$ cat src/bbcx_pkg.sv
package bbcx_pkg;
    // ----------------------------------------------------------------
    // register map (byte addresses on the bus)
    // ----------------------------------------------------------------
    localparam logic [7:0] FLAGS_REG_ADDR = 8'hD5;
    localparam logic [31:0] ADDR_FLAGS = 32'h0000_00D5 << 2;
    localparam logic [31:0] ADDR_CTRL = 32'h0000_0000;
    localparam logic [31:0] ADDR_INSN = 32'h0000_0004;
    localparam logic [31:0] ADDR_PC = 32'h0000_0008;
    localparam logic [31:0] ADDR_STACK = 32'h0000_000C;
    localparam logic [31:0] ADDR_STATUS = 32'h0000_0010;
    localparam logic [31:0] ADDR_RESULT = 32'h0000_0014;
    localparam logic [31:0] ADDR_OPA = 32'h0000_0018;
    localparam logic [31:0] ADDR_OPB = 32'h0000_001C;
    // ----------------------------------------------------------------
    // flag bit positions
    // ----------------------------------------------------------------
    localparam int FLAG_C = 7;
    localparam int FLAG_Z = 6;
    localparam int FLAG_S = 5;
    localparam int FLAG_V = 4;
    localparam int FLAG_D = 3;
    localparam int FLAG_H = 2;
    localparam logic [7:0] FLAGS_RESET = 8'h00;
    localparam logic [15:0] PC_RESET = 16'h0000;
    localparam logic [15:0] STACK_RESET = 16'h0000;
    // ----------------------------------------------------------------
    // opcodes
    // ----------------------------------------------------------------
    localparam logic [7:0] OP_BIT_BRANCH = 8'h37;
    localparam logic [7:0] OP_BIT_XOR = 8'h27;
    localparam logic [7:0] OP_CALL_DIRECT = 8'hF6;
    localparam logic [7:0] OP_CALL_PAIR = 8'hF4;
    localparam logic [7:0] OP_CALL_FETCH = 8'hD4;
    localparam logic [7:0] OP_RETURN = 8'hAF;
    localparam logic [7:0] OP_TOGGLE_CARRY = 8'hEF;
    localparam logic [7:0] OP_ZERO_R = 8'hB0;
    localparam logic [7:0] OP_ZERO_IND = 8'hB1;
    localparam logic [7:0] OP_INVERT_R = 8'h60;
    localparam logic [7:0] OP_INVERT_IND = 8'h61;
    localparam logic [7:0] OP_CMP_RR_W = 8'hA2;
    localparam logic [7:0] OP_CMP_RIR_W = 8'hA3;
    localparam logic [7:0] OP_CMP_RR = 8'hA4;
    localparam logic [7:0] OP_CMP_RIR = 8'hA5;
    localparam logic [7:0] OP_CMP_LIT = 8'hA6;
    // ----------------------------------------------------------------
    // cycle counts and lengths
    // ----------------------------------------------------------------
    localparam logic [3:0] CYC_4 = 4'd4;
    localparam logic [3:0] CYC_6 = 4'd6;
    localparam logic [3:0] CYC_10 = 4'd10;
    localparam logic [3:0] CYC_12 = 4'd12;
    localparam logic [3:0] CYC_14 = 4'd14;
    localparam logic [3:0] CYC_RET = 4'd8;
    localparam logic [15:0] LEN_1 = 16'd1;
    localparam logic [15:0] LEN_2 = 16'd2;
    localparam logic [15:0] LEN_3 = 16'd3;
    localparam logic [3:0] ERR_BIT = 4'd1;
    typedef enum logic [1:0] {BBCX_IDLE, BBCX_EXEC, BBCX_DONE} bbcx_state_t;
endpackage : bbcx_pkg

$ cat src/bbcx_exec.sv
`timescale 1ns/1ps
module bbcx_exec
(
    // clock and reset
    input wire logic hclk,
    input wire logic hresetn,
    // ahb-lite slave
    input wire logic hsel,
    input wire logic [31:0] haddr,
    input wire logic [1:0] htrans,
    input wire logic hwrite,
    input wire logic [2:0] hsize,
    input wire logic hready,
    input wire logic [31:0] hwdata,
    output logic [31:0] hrdata,
    output logic hreadyout,
    output logic hresp,
    // execution results
    output logic busy,
    output logic [7:0] result,
    output logic result_write,
    output logic [7:0] push_low,
    output logic [7:0] push_high
);
    import bbcx_pkg::*;

    // ----------------------------------------------------------------
    // programming model
    // ----------------------------------------------------------------
    // word offsets on the bus:
    //   0x000 control, bit 0 starts the loaded instruction
    //   0x004 instruction word, opcode in bits 23:16, then bytes 2 and 3
    //   0x008 program counter, 16 bits
    //   0x00C stack pointer, 16 bits
    //   0x010 status, bit 0 busy, bit 3 unknown opcode
    //   0x014 write-back byte, pushed low byte, pushed high byte
    //   0x018 operand a: destination, tested byte, target or popped high
    //   0x01C operand b: source, target or popped low byte
    //   0x354 condition flags, register index D5 times four
    // every register write is refused while an instruction runs, so a
    // late write cannot tear the operands of the instruction in flight
    // unmapped offsets read as zero and ignore writes
    //
    // execution sequence:
    //   write control bit 0 while idle
    //   busy rises at the end of that data phase
    //   busy stands for the cycle count of the opcode
    //   the last busy cycle commits pc, stack pointer, flags and results
    //   result_write pulses for one cycle as busy falls after bit xor, zero and invert
    //
    // flag byte layout:
    //   bit 7 carry, bit 6 zero, bit 5 sign, bit 4 overflow
    //   bit 3 decimal adjust, bit 2 half carry, bits 1:0 unused
    // flags that an opcode leaves undefined keep their old value, so that
    // a run can be repeated and compared bit for bit
    //
    // operand conventions:
    //   bit branch: operand a holds the tested byte, byte 3 the offset
    //   the offset is sign-extended and added to the address after the
    //   three-byte branch, so software keeps targets within -128..+127
    //   bit xor: operand a is the destination, operand b the source;
    //   byte 2 bit 0 picks which side uses the indexed bit
    //   calls: the direct form takes its target from bytes 2 and 3, the
    //   pair and fetched forms take it from operands a and b
    //   the return address is the address after the call, so it depends
    //   on the length of the call; the stack pointer drops by two
    //   return from procedure: operands a and b hold the popped bytes,
    //   high then low, and the stack pointer rises by two
    //   compare: operands keep their values; only flags and pc change
    //
    // limitations:
    //   the block does not reach memory itself; the register file and
    //   stack contents stay outside, and the pushed bytes are only
    //   reported on push_low and push_high for the memory model
    //   the bus has zero wait states and always answers okay
    //   only whole-word transfers are meant; hsize is not decoded
    //   a reset returns every register to its reset value

    // ----------------------------------------------------------------
    // state
    // ----------------------------------------------------------------
    typedef struct packed {
        bbcx_state_t st;
        logic [23:0] insn;      // opcode, byte 2, byte 3
        logic [7:0] opa;        // destination / tested operand
        logic [7:0] opb;        // source operand or fetched low target
        logic [7:0] flags;
        logic [15:0] pc;
        logic [15:0] stk;
        logic [3:0] cnt;
        logic [7:0] res;
        logic wr;
        logic [7:0] plo;
        logic [7:0] phi;
        logic illegal;
        logic ap_valid;
        logic ap_write;
        logic [31:0] ap_addr;
        logic [31:0] rdata;
    } bbcx_regs_t;

    bbcx_regs_t r;
    bbcx_regs_t next_r;

    // ----------------------------------------------------------------
    // decoding helpers
    // ----------------------------------------------------------------
    // cycle count of an opcode
    function automatic logic [3:0] bbcx_cycles(input logic [7:0] op);
        logic [3:0] c;
        c = CYC_4;
        unique case (op)
            OP_BIT_BRANCH: c = CYC_10;
            OP_BIT_XOR: c = CYC_6;
            OP_CALL_DIRECT, OP_CALL_FETCH: c = CYC_14;
            OP_CALL_PAIR: c = CYC_12;
            OP_RETURN: c = CYC_RET;
            OP_CMP_RIR_W, OP_CMP_RR, OP_CMP_RIR, OP_CMP_LIT: c = CYC_6;
            default: c = CYC_4;
        endcase
        return c;
    endfunction : bbcx_cycles

    // length in bytes of an opcode
    function automatic logic [15:0] bbcx_length(input logic [7:0] op);
        logic [15:0] l;
        l = LEN_2;
        unique case (op)
            OP_BIT_BRANCH, OP_BIT_XOR, OP_CALL_DIRECT: l = LEN_3;
            OP_CMP_RR, OP_CMP_RIR, OP_CMP_LIT: l = LEN_3;
            OP_TOGGLE_CARRY, OP_RETURN: l = LEN_1;
            default: l = LEN_2;
        endcase
        return l;
    endfunction : bbcx_length

    // opcode known to this block
    function automatic logic bbcx_known(input logic [7:0] op);
        logic k;
        k = 1'b0;
        unique case (op)
            OP_BIT_BRANCH, OP_BIT_XOR, OP_CALL_DIRECT, OP_CALL_PAIR, OP_CALL_FETCH,
            OP_RETURN, OP_TOGGLE_CARRY, OP_ZERO_R, OP_ZERO_IND, OP_INVERT_R,
            OP_INVERT_IND, OP_CMP_RR_W, OP_CMP_RIR_W, OP_CMP_RR, OP_CMP_RIR,
            OP_CMP_LIT: k = 1'b1;
            default: k = 1'b0;
        endcase
        return k;
    endfunction : bbcx_known

    // ----------------------------------------------------------------
    // combinational datapath
    // ----------------------------------------------------------------
    logic [7:0] op;
    logic [7:0] b2;
    logic [7:0] b3;
    logic [2:0] bidx;
    logic [8:0] diff;
    logic [15:0] pc_after;
    logic bus_ap;
    logic [31:0] wr_data;

    assign op = r.insn[23:16];
    assign b2 = r.insn[15:8];
    assign b3 = r.insn[7:0];
    assign bidx = b2[3:1];
    assign diff = {1'b0, r.opa} - {1'b0, r.opb};
    assign pc_after = r.pc + bbcx_length(op);
    assign bus_ap = hsel && hready && htrans[1];
    assign wr_data = hwdata;

    // next-state process: bus slave and execution
    always_comb
    begin
        next_r = r;
        next_r.wr = 1'b0;
        next_r.ap_valid = bus_ap;
        next_r.ap_write = hwrite;
        next_r.ap_addr = haddr;
        // register writes happen in the data phase
        if (r.ap_valid && r.ap_write && r.st == BBCX_IDLE)
        begin
            unique case (r.ap_addr)
                ADDR_INSN: next_r.insn = wr_data[23:0];
                ADDR_OPA: next_r.opa = wr_data[7:0];
                ADDR_OPB: next_r.opb = wr_data[7:0];
                ADDR_PC: next_r.pc = wr_data[15:0];
                ADDR_STACK: next_r.stk = wr_data[15:0];
                ADDR_FLAGS: next_r.flags = wr_data[7:0];
                ADDR_CTRL:
                begin
                    if (wr_data[0])
                    begin
                        next_r.st = BBCX_EXEC;
                        next_r.cnt = bbcx_cycles(op) - 4'd1;
                        next_r.illegal = !bbcx_known(op);
                    end
                end
                default: ;
            endcase
        end
        // read data captured at address phase
        unique case (haddr)
            ADDR_INSN: next_r.rdata = {8'h00, r.insn};
            ADDR_OPA: next_r.rdata = {24'h000000, r.opa};
            ADDR_OPB: next_r.rdata = {24'h000000, r.opb};
            ADDR_PC: next_r.rdata = {16'h0000, r.pc};
            ADDR_STACK: next_r.rdata = {16'h0000, r.stk};
            ADDR_FLAGS: next_r.rdata = {24'h000000, r.flags};
            ADDR_RESULT: next_r.rdata = {8'h00, r.phi, r.plo, r.res};
            ADDR_STATUS: next_r.rdata = {28'h0000000, r.illegal, 2'b00, r.st != BBCX_IDLE};
            default: next_r.rdata = 32'h0000_0000;
        endcase
        // execution: count cycles, then commit
        unique case (r.st)
            BBCX_IDLE: ;
            BBCX_EXEC:
            begin
                if (r.cnt > 4'd1)
                    next_r.cnt = r.cnt - 4'd1;
                else
                    next_r.st = BBCX_DONE;
            end
            BBCX_DONE:
            begin
                next_r.st = BBCX_IDLE;
                next_r.pc = pc_after;
                if (!r.illegal)
                begin
                    unique case (op)
                        OP_BIT_BRANCH:
                        begin
                            // low bit of byte 2 picks set or clear test
                            if (r.opa[bidx] == b2[0])
                                next_r.pc = pc_after + {{8{b3[7]}}, b3};
                        end
                        OP_BIT_XOR:
                        begin
                            next_r.res = r.opa;
                            if (b2[0])
                                next_r.res[bidx] = r.opa[bidx] ^ r.opb[0];
                            else
                                next_r.res[0] = r.opa[0] ^ r.opb[bidx];
                            next_r.wr = 1'b1;
                            next_r.flags[FLAG_Z] = b2[0] ? !(r.opa[bidx] ^ r.opb[0])
                                                         : !(r.opa[0] ^ r.opb[bidx]);
                            next_r.flags[FLAG_S] = 1'b0;
                        end
                        OP_CALL_DIRECT, OP_CALL_PAIR, OP_CALL_FETCH:
                        begin
                            next_r.plo = pc_after[7:0];
                            next_r.phi = pc_after[15:8];
                            next_r.stk = r.stk - 16'd2;
                            if (op == OP_CALL_DIRECT)
                                next_r.pc = {b2, b3};
                            else
                                next_r.pc = {r.opa, r.opb};
                        end
                        OP_RETURN:
                        begin
                            next_r.pc = {r.opa, r.opb};
                            next_r.stk = r.stk + 16'd2;
                        end
                        OP_TOGGLE_CARRY: next_r.flags[FLAG_C] = !r.flags[FLAG_C];
                        OP_ZERO_R, OP_ZERO_IND:
                        begin
                            next_r.res = 8'h00;
                            next_r.wr = 1'b1;
                        end
                        OP_INVERT_R, OP_INVERT_IND:
                        begin
                            next_r.res = ~r.opa;
                            next_r.wr = 1'b1;
                            next_r.flags[FLAG_Z] = (r.opa == 8'hFF);
                            next_r.flags[FLAG_S] = !r.opa[7];
                            next_r.flags[FLAG_V] = 1'b0;
                        end
                        OP_CMP_RR_W, OP_CMP_RIR_W, OP_CMP_RR, OP_CMP_RIR, OP_CMP_LIT:
                        begin
                            // no write-back of either operand
                            next_r.flags[FLAG_C] = diff[8];
                            next_r.flags[FLAG_Z] = (diff[7:0] == 8'h00);
                            next_r.flags[FLAG_S] = diff[7];
                            next_r.flags[FLAG_V] = (r.opa[7] != r.opb[7])
                                                   && (diff[7] != r.opa[7]);
                        end
                        default: ;
                    endcase
                end
            end
            default: next_r.st = BBCX_IDLE;
        endcase
    end

    // state register
    always_ff @(posedge hclk or negedge hresetn)
    begin
        if (!hresetn)
        begin
            r <= '0;
            r.st <= BBCX_IDLE;
            r.flags <= FLAGS_RESET;
            r.pc <= PC_RESET;
            r.stk <= STACK_RESET;
        end
        else
            r <= next_r;
    end

    // outputs
    assign hrdata = r.rdata;
    assign hreadyout = 1'b1;
    assign hresp = 1'b0;
    assign busy = (r.st != BBCX_IDLE);
    assign result = r.res;
    assign result_write = r.wr;
    assign push_low = r.plo;
    assign push_high = r.phi;
endmodule : bbcx_exec

$ cat config.mk
export PLATFORM = sky130hd
export DESIGN_NAME = bbcx_exec
export DESIGN_NICKNAME = d
export VERILOG_FILES = /design/src/bbcx_pkg.sv /design/src/bbcx_exec.sv
export SDC_FILE = /design/constraint.sdc
export NUM_CORES = 1
export LEC_CHECK = 0
export ABC_AREA = 1
export BUFFER_PORTS_ARGS = -buffer_cell sky130_fd_sc_hd__buf_2
export CAP_MARGIN = 5
export CELL_PAD_IN_SITES_DETAIL_PLACEMENT = 0
export CELL_PAD_IN_SITES_GLOBAL_PLACEMENT = 1
export CORE_MARGIN = 2
export CORE_UTILIZATION = 44
export CTS_BUF_LIST = sky130_fd_sc_hd__clkbuf_4 sky130_fd_sc_hd__clkbuf_8
export DETAILED_ROUTE_END_ITERATION = 8
export PLACE_DENSITY = 0.91
export SETUP_SLACK_MARGIN = 0.1
export SYNTH_ARGS = -nofsm -noshare
export SYNTH_HDL_FRONTEND = slang
export SYNTH_SLANG_ARGS = --single-unit
$ cat constraint.sdc
create_clock -name hclk -period 4.6 [get_ports hclk]
set_input_delay 0.69 -clock hclk [delete_from_list [all_inputs] [get_ports hclk]]
set_output_delay 0.69 -clock hclk [all_outputs]
set_load 0.05 [all_outputs]
==> impl_metrics.json <==
{
  "status": "finished clean",
  "wl_met3_um": 3000,
  "grt_max_degree": 102,
  "nets": 1765,
  "critPathCaptureType": "register",
  "initial_core_util": 0.449,
  "ir_drop_mv": 0.149,
  "crit_fanout": 4,
  "synth_compound_area_frac": 0.133,
  "synth_warnings": 0,
  "synthSimpleGateAreaFrac": 0.287,
  "worst_pin_slew_ps": 1110,
  "die_w_um": 165,
  "skew_ps": 26.0,
  "ys_types": 51,
  "synth_top_area_frac": 0.375,
  "synth_top_family_by_area": "simple AND/OR/NAND/NOR gates",
  "grt_pass1_vias": 10200,
  "finalCriticalPeriod_ps": 4140,
  "num_vias": 10900,
  "grt-ovfl-total": 0,
  "ys_seq_area_frac": 0.375,
  "synthArstFlopShare": 1.00,
  "total_power_mw": 2.92,
  "arrival_ps": 4510,
  "cts-buffers-inserted": 17,
  "wl_met1_um": 16700,
  "max_freq_mhz": 242,
  "io-pin-count": 134,
  "avgSynthCellArea_um2": 7.19,
  "num_antenna_cells": 0,
  "hpwl_um": 29400,
  "rows": 58,
  "synth_cells": 1578,
  "min-delay-path-class": "in -> async",
  "antenna_found_initial": 0,
  "grtUsageTotal": 0.284,
  "avgRoutedWirePerCell_um": 19.0,
  "synthMuxAreaShare": 0.00971,
  "relSlewSlack": 0.257,
  "fin_hold_ws_ps": 294,
  "dieArea_mm2": 0.0271,
  "rsz0062_at_grt": "true",
  "synthAdderAreaFrac": 0.0538,
  "worstPathRequired_ps": 4970,
  "drc": 0,
  "critPathKind": "reg -> reg",
  "drtIter0Drc": 1360,
  "yosys_most_used_dff": "dfrtp_1",
  "final-setup-viol-count": 0,
  "postCtsHoldBufs": 0,
  "p_per_area_mw_per_mm2": 235,
  "root_buffer": "clkbuf_8",
  "drive_gt1_frac": 0.136,
  "cts_tree": "yes",
  "ys_ff_latch": 170,
  "p_leak_nw": 6.76,
  "worstSkewPairLatency_ps": 490,
  "synth_edf_count": 0,
  "viasPerCell": 5.51,
  "timing.final.crit_share": 0.900,
  "clk_pin_slew_ps": 120,
  "drt_pass1_iterations": 5,
  "synth_xor_area_frac": 0.0238,
  "cts_sinks": 170,
  "clockBufferDepth": 2,
  "syn_to_final_growth_pct": 9.58,
  "yosys-top-cells-area": "dfrtp_1, nand2_1, o21ai_0, inv_1, nand3_1",
  "gp_congestion": 0.990,
  "fp.coreArea_mm2": 0.0253,
  "dieHeight_um": 165,
  "highest_layer": "met4",
  "hold_viol": 0,
  "cts_htree_levels": 4,
  "final-max-slew-violation-count": 0,
  "cp-start-kind": "register",
  "fin_tns_setup_ps": 0,
  "ant_nets": 0,
  "grt_pass1_wl_um": 57600,
  "portBuffers": 111,
  "synth.cell_area_mm2": 0.0113,
  "yosysTopAreaCell": "dfrtp_1",
  "wirelength_um": 37700,
  "wl_met2_um": 16700,
  "max_cap_viol_count": 0
}
## critical path, stage by stage, from the launching register on
cell	delay (ps)
dfrtp_1	420
inv_1	70
nand2_1	140
nor2_2	180
inv_1	90
nor2_4	110
inv_1	90
nand3_1	100
ha_1	170
inv_1	60
fa_2	410
buf_4	160
xnor2_1	290
ha_1	350
or2_2	350
nand3b_1	120
nand2_1	100
nand2_1	80
nand2_1	60
or2_2	270
nand3_1	80
nand2_1	80
nand2_1	80
nand2_1	50
nand2_1	50
nand2_1	50
## stage by stage
step                cell area (um^2)   util  setup WS, ps  std cells
floorplan                      11400      -           593       1586
global placement               11900  0.471           262       1954
detailed placement             11900  0.471           220       1954
CTS                            12300  0.488           177       1986
global route                   12400  0.492          50.6       1987
finish                         12400  0.492           462       1987
## cell usage in the layout, fill, tap and decap left out, drive strengths merged, types with 7 or more instances in the layout
cell	synthesis	layout
nand2	432	432
inv	192	196
dfrtp	170	170
o21ai	146	146
nor2	144	144
buf	74	129
nand3	115	115
a21oi	83	83
ha	44	44
nor3	21	21
xor2	21	21
clkbuf	16	17
nand4	15	15
o22ai	13	13
clkinv	3	12
o211ai	10	10
conb	2	10
nor4	10	10
or2	9	9
xnor2	9	9
mux2	8	8
nand3b	7	7
## final timing paths
path,startpoint,slack [ps],cells after the start,to
max,op[4],460,25,r[121]
min,hresetn,290,1,r[60]
max reg2reg,op[4],460,25,r[121]
min reg2reg,r[128],500,2,r[128]
max in group asynchronous,hresetn,3380,2,hrdata[8]
min in group hclk,hwrite,310,1,r[64]
## timing repair
action | CTS | global route
buffers inserted | 0 | 1
gates resized for setup | 0 | 16
hold endpoints to repair | 0 | 0
endpoints found under the setup margin | 0 | 11
## power breakdown
group | switching (mW) | internal, mW
Sequential | 0.0143 | 1.52
Combinational | 0.165 | 0.0691
Clock | 0.690 | 0.469
Total | 0.869 | 2.05
## routing by layer
layer | track usage | vias up
met1 | 0.401 | 5191
met3 | 0.0467 | 75
li1 | - | 5196
met2 | 0.434 | 482
met5 | 0 | -
met4 | 0.115 | 0
## area by class of cell
type	count	area, um^2
clock inverters	15	204
repair buffers	129	709
flip-flops and latches	170	4250
multi-input cells	1131	5870
well taps	330	413
inverters	195	737
fillers	2586	12800
clock buffers	17	234
## logic make-up after synthesis
| kind of cell | after synthesis |
|---|---|
| simple gates | 756 |
| buf+inv | 285 |
| compound gates | 278 |
| flops | 170 |
| fa+ha+maj | 47 |
| xor+xnor | 30 |
| mux | 10 |
| other cells | 2 |
## cell usage after synthesis (2+ instances only)
library cell  count
clkbuf_1         15
inv_2             8
o211ai_1         10
nor3_1           20
nand3b_1          7
nand4_1          14
o31ai_1           2
or2_2             9
o21a_1            3
nand2_1         424
o2111ai_1         5
o21ai_0         140
mux2i_1           2
nand3_1         111
nand3_2           4
conb_1            2
dfrtp_1         170
fa_1              3
xnor2_1           9
buf_6             2
a21oi_1          83
ha_1             44
xor2_1           20
a31oi_1           2
o22ai_1          13
nor2_1          136
a22oi_1           6
nor2_2            4
inv_1           184
nand2_2           7
mux2_2            8
nor4_1            9
o21ai_1           6
nor2_4            3
a21o_1            2
clkinv_1          2
buf_2            11
buf_4            61
o21bai_1          4
nor3b_1           2
## state kept, by name (all words and copies together), names as in the netlist
register      cells
result            8
result_write      1
push_high         8
push_low          8
b3                8
r                97
hrdata           24
b2                8
op                8
No activity file was read; power rests on OpenSTA's default activity.
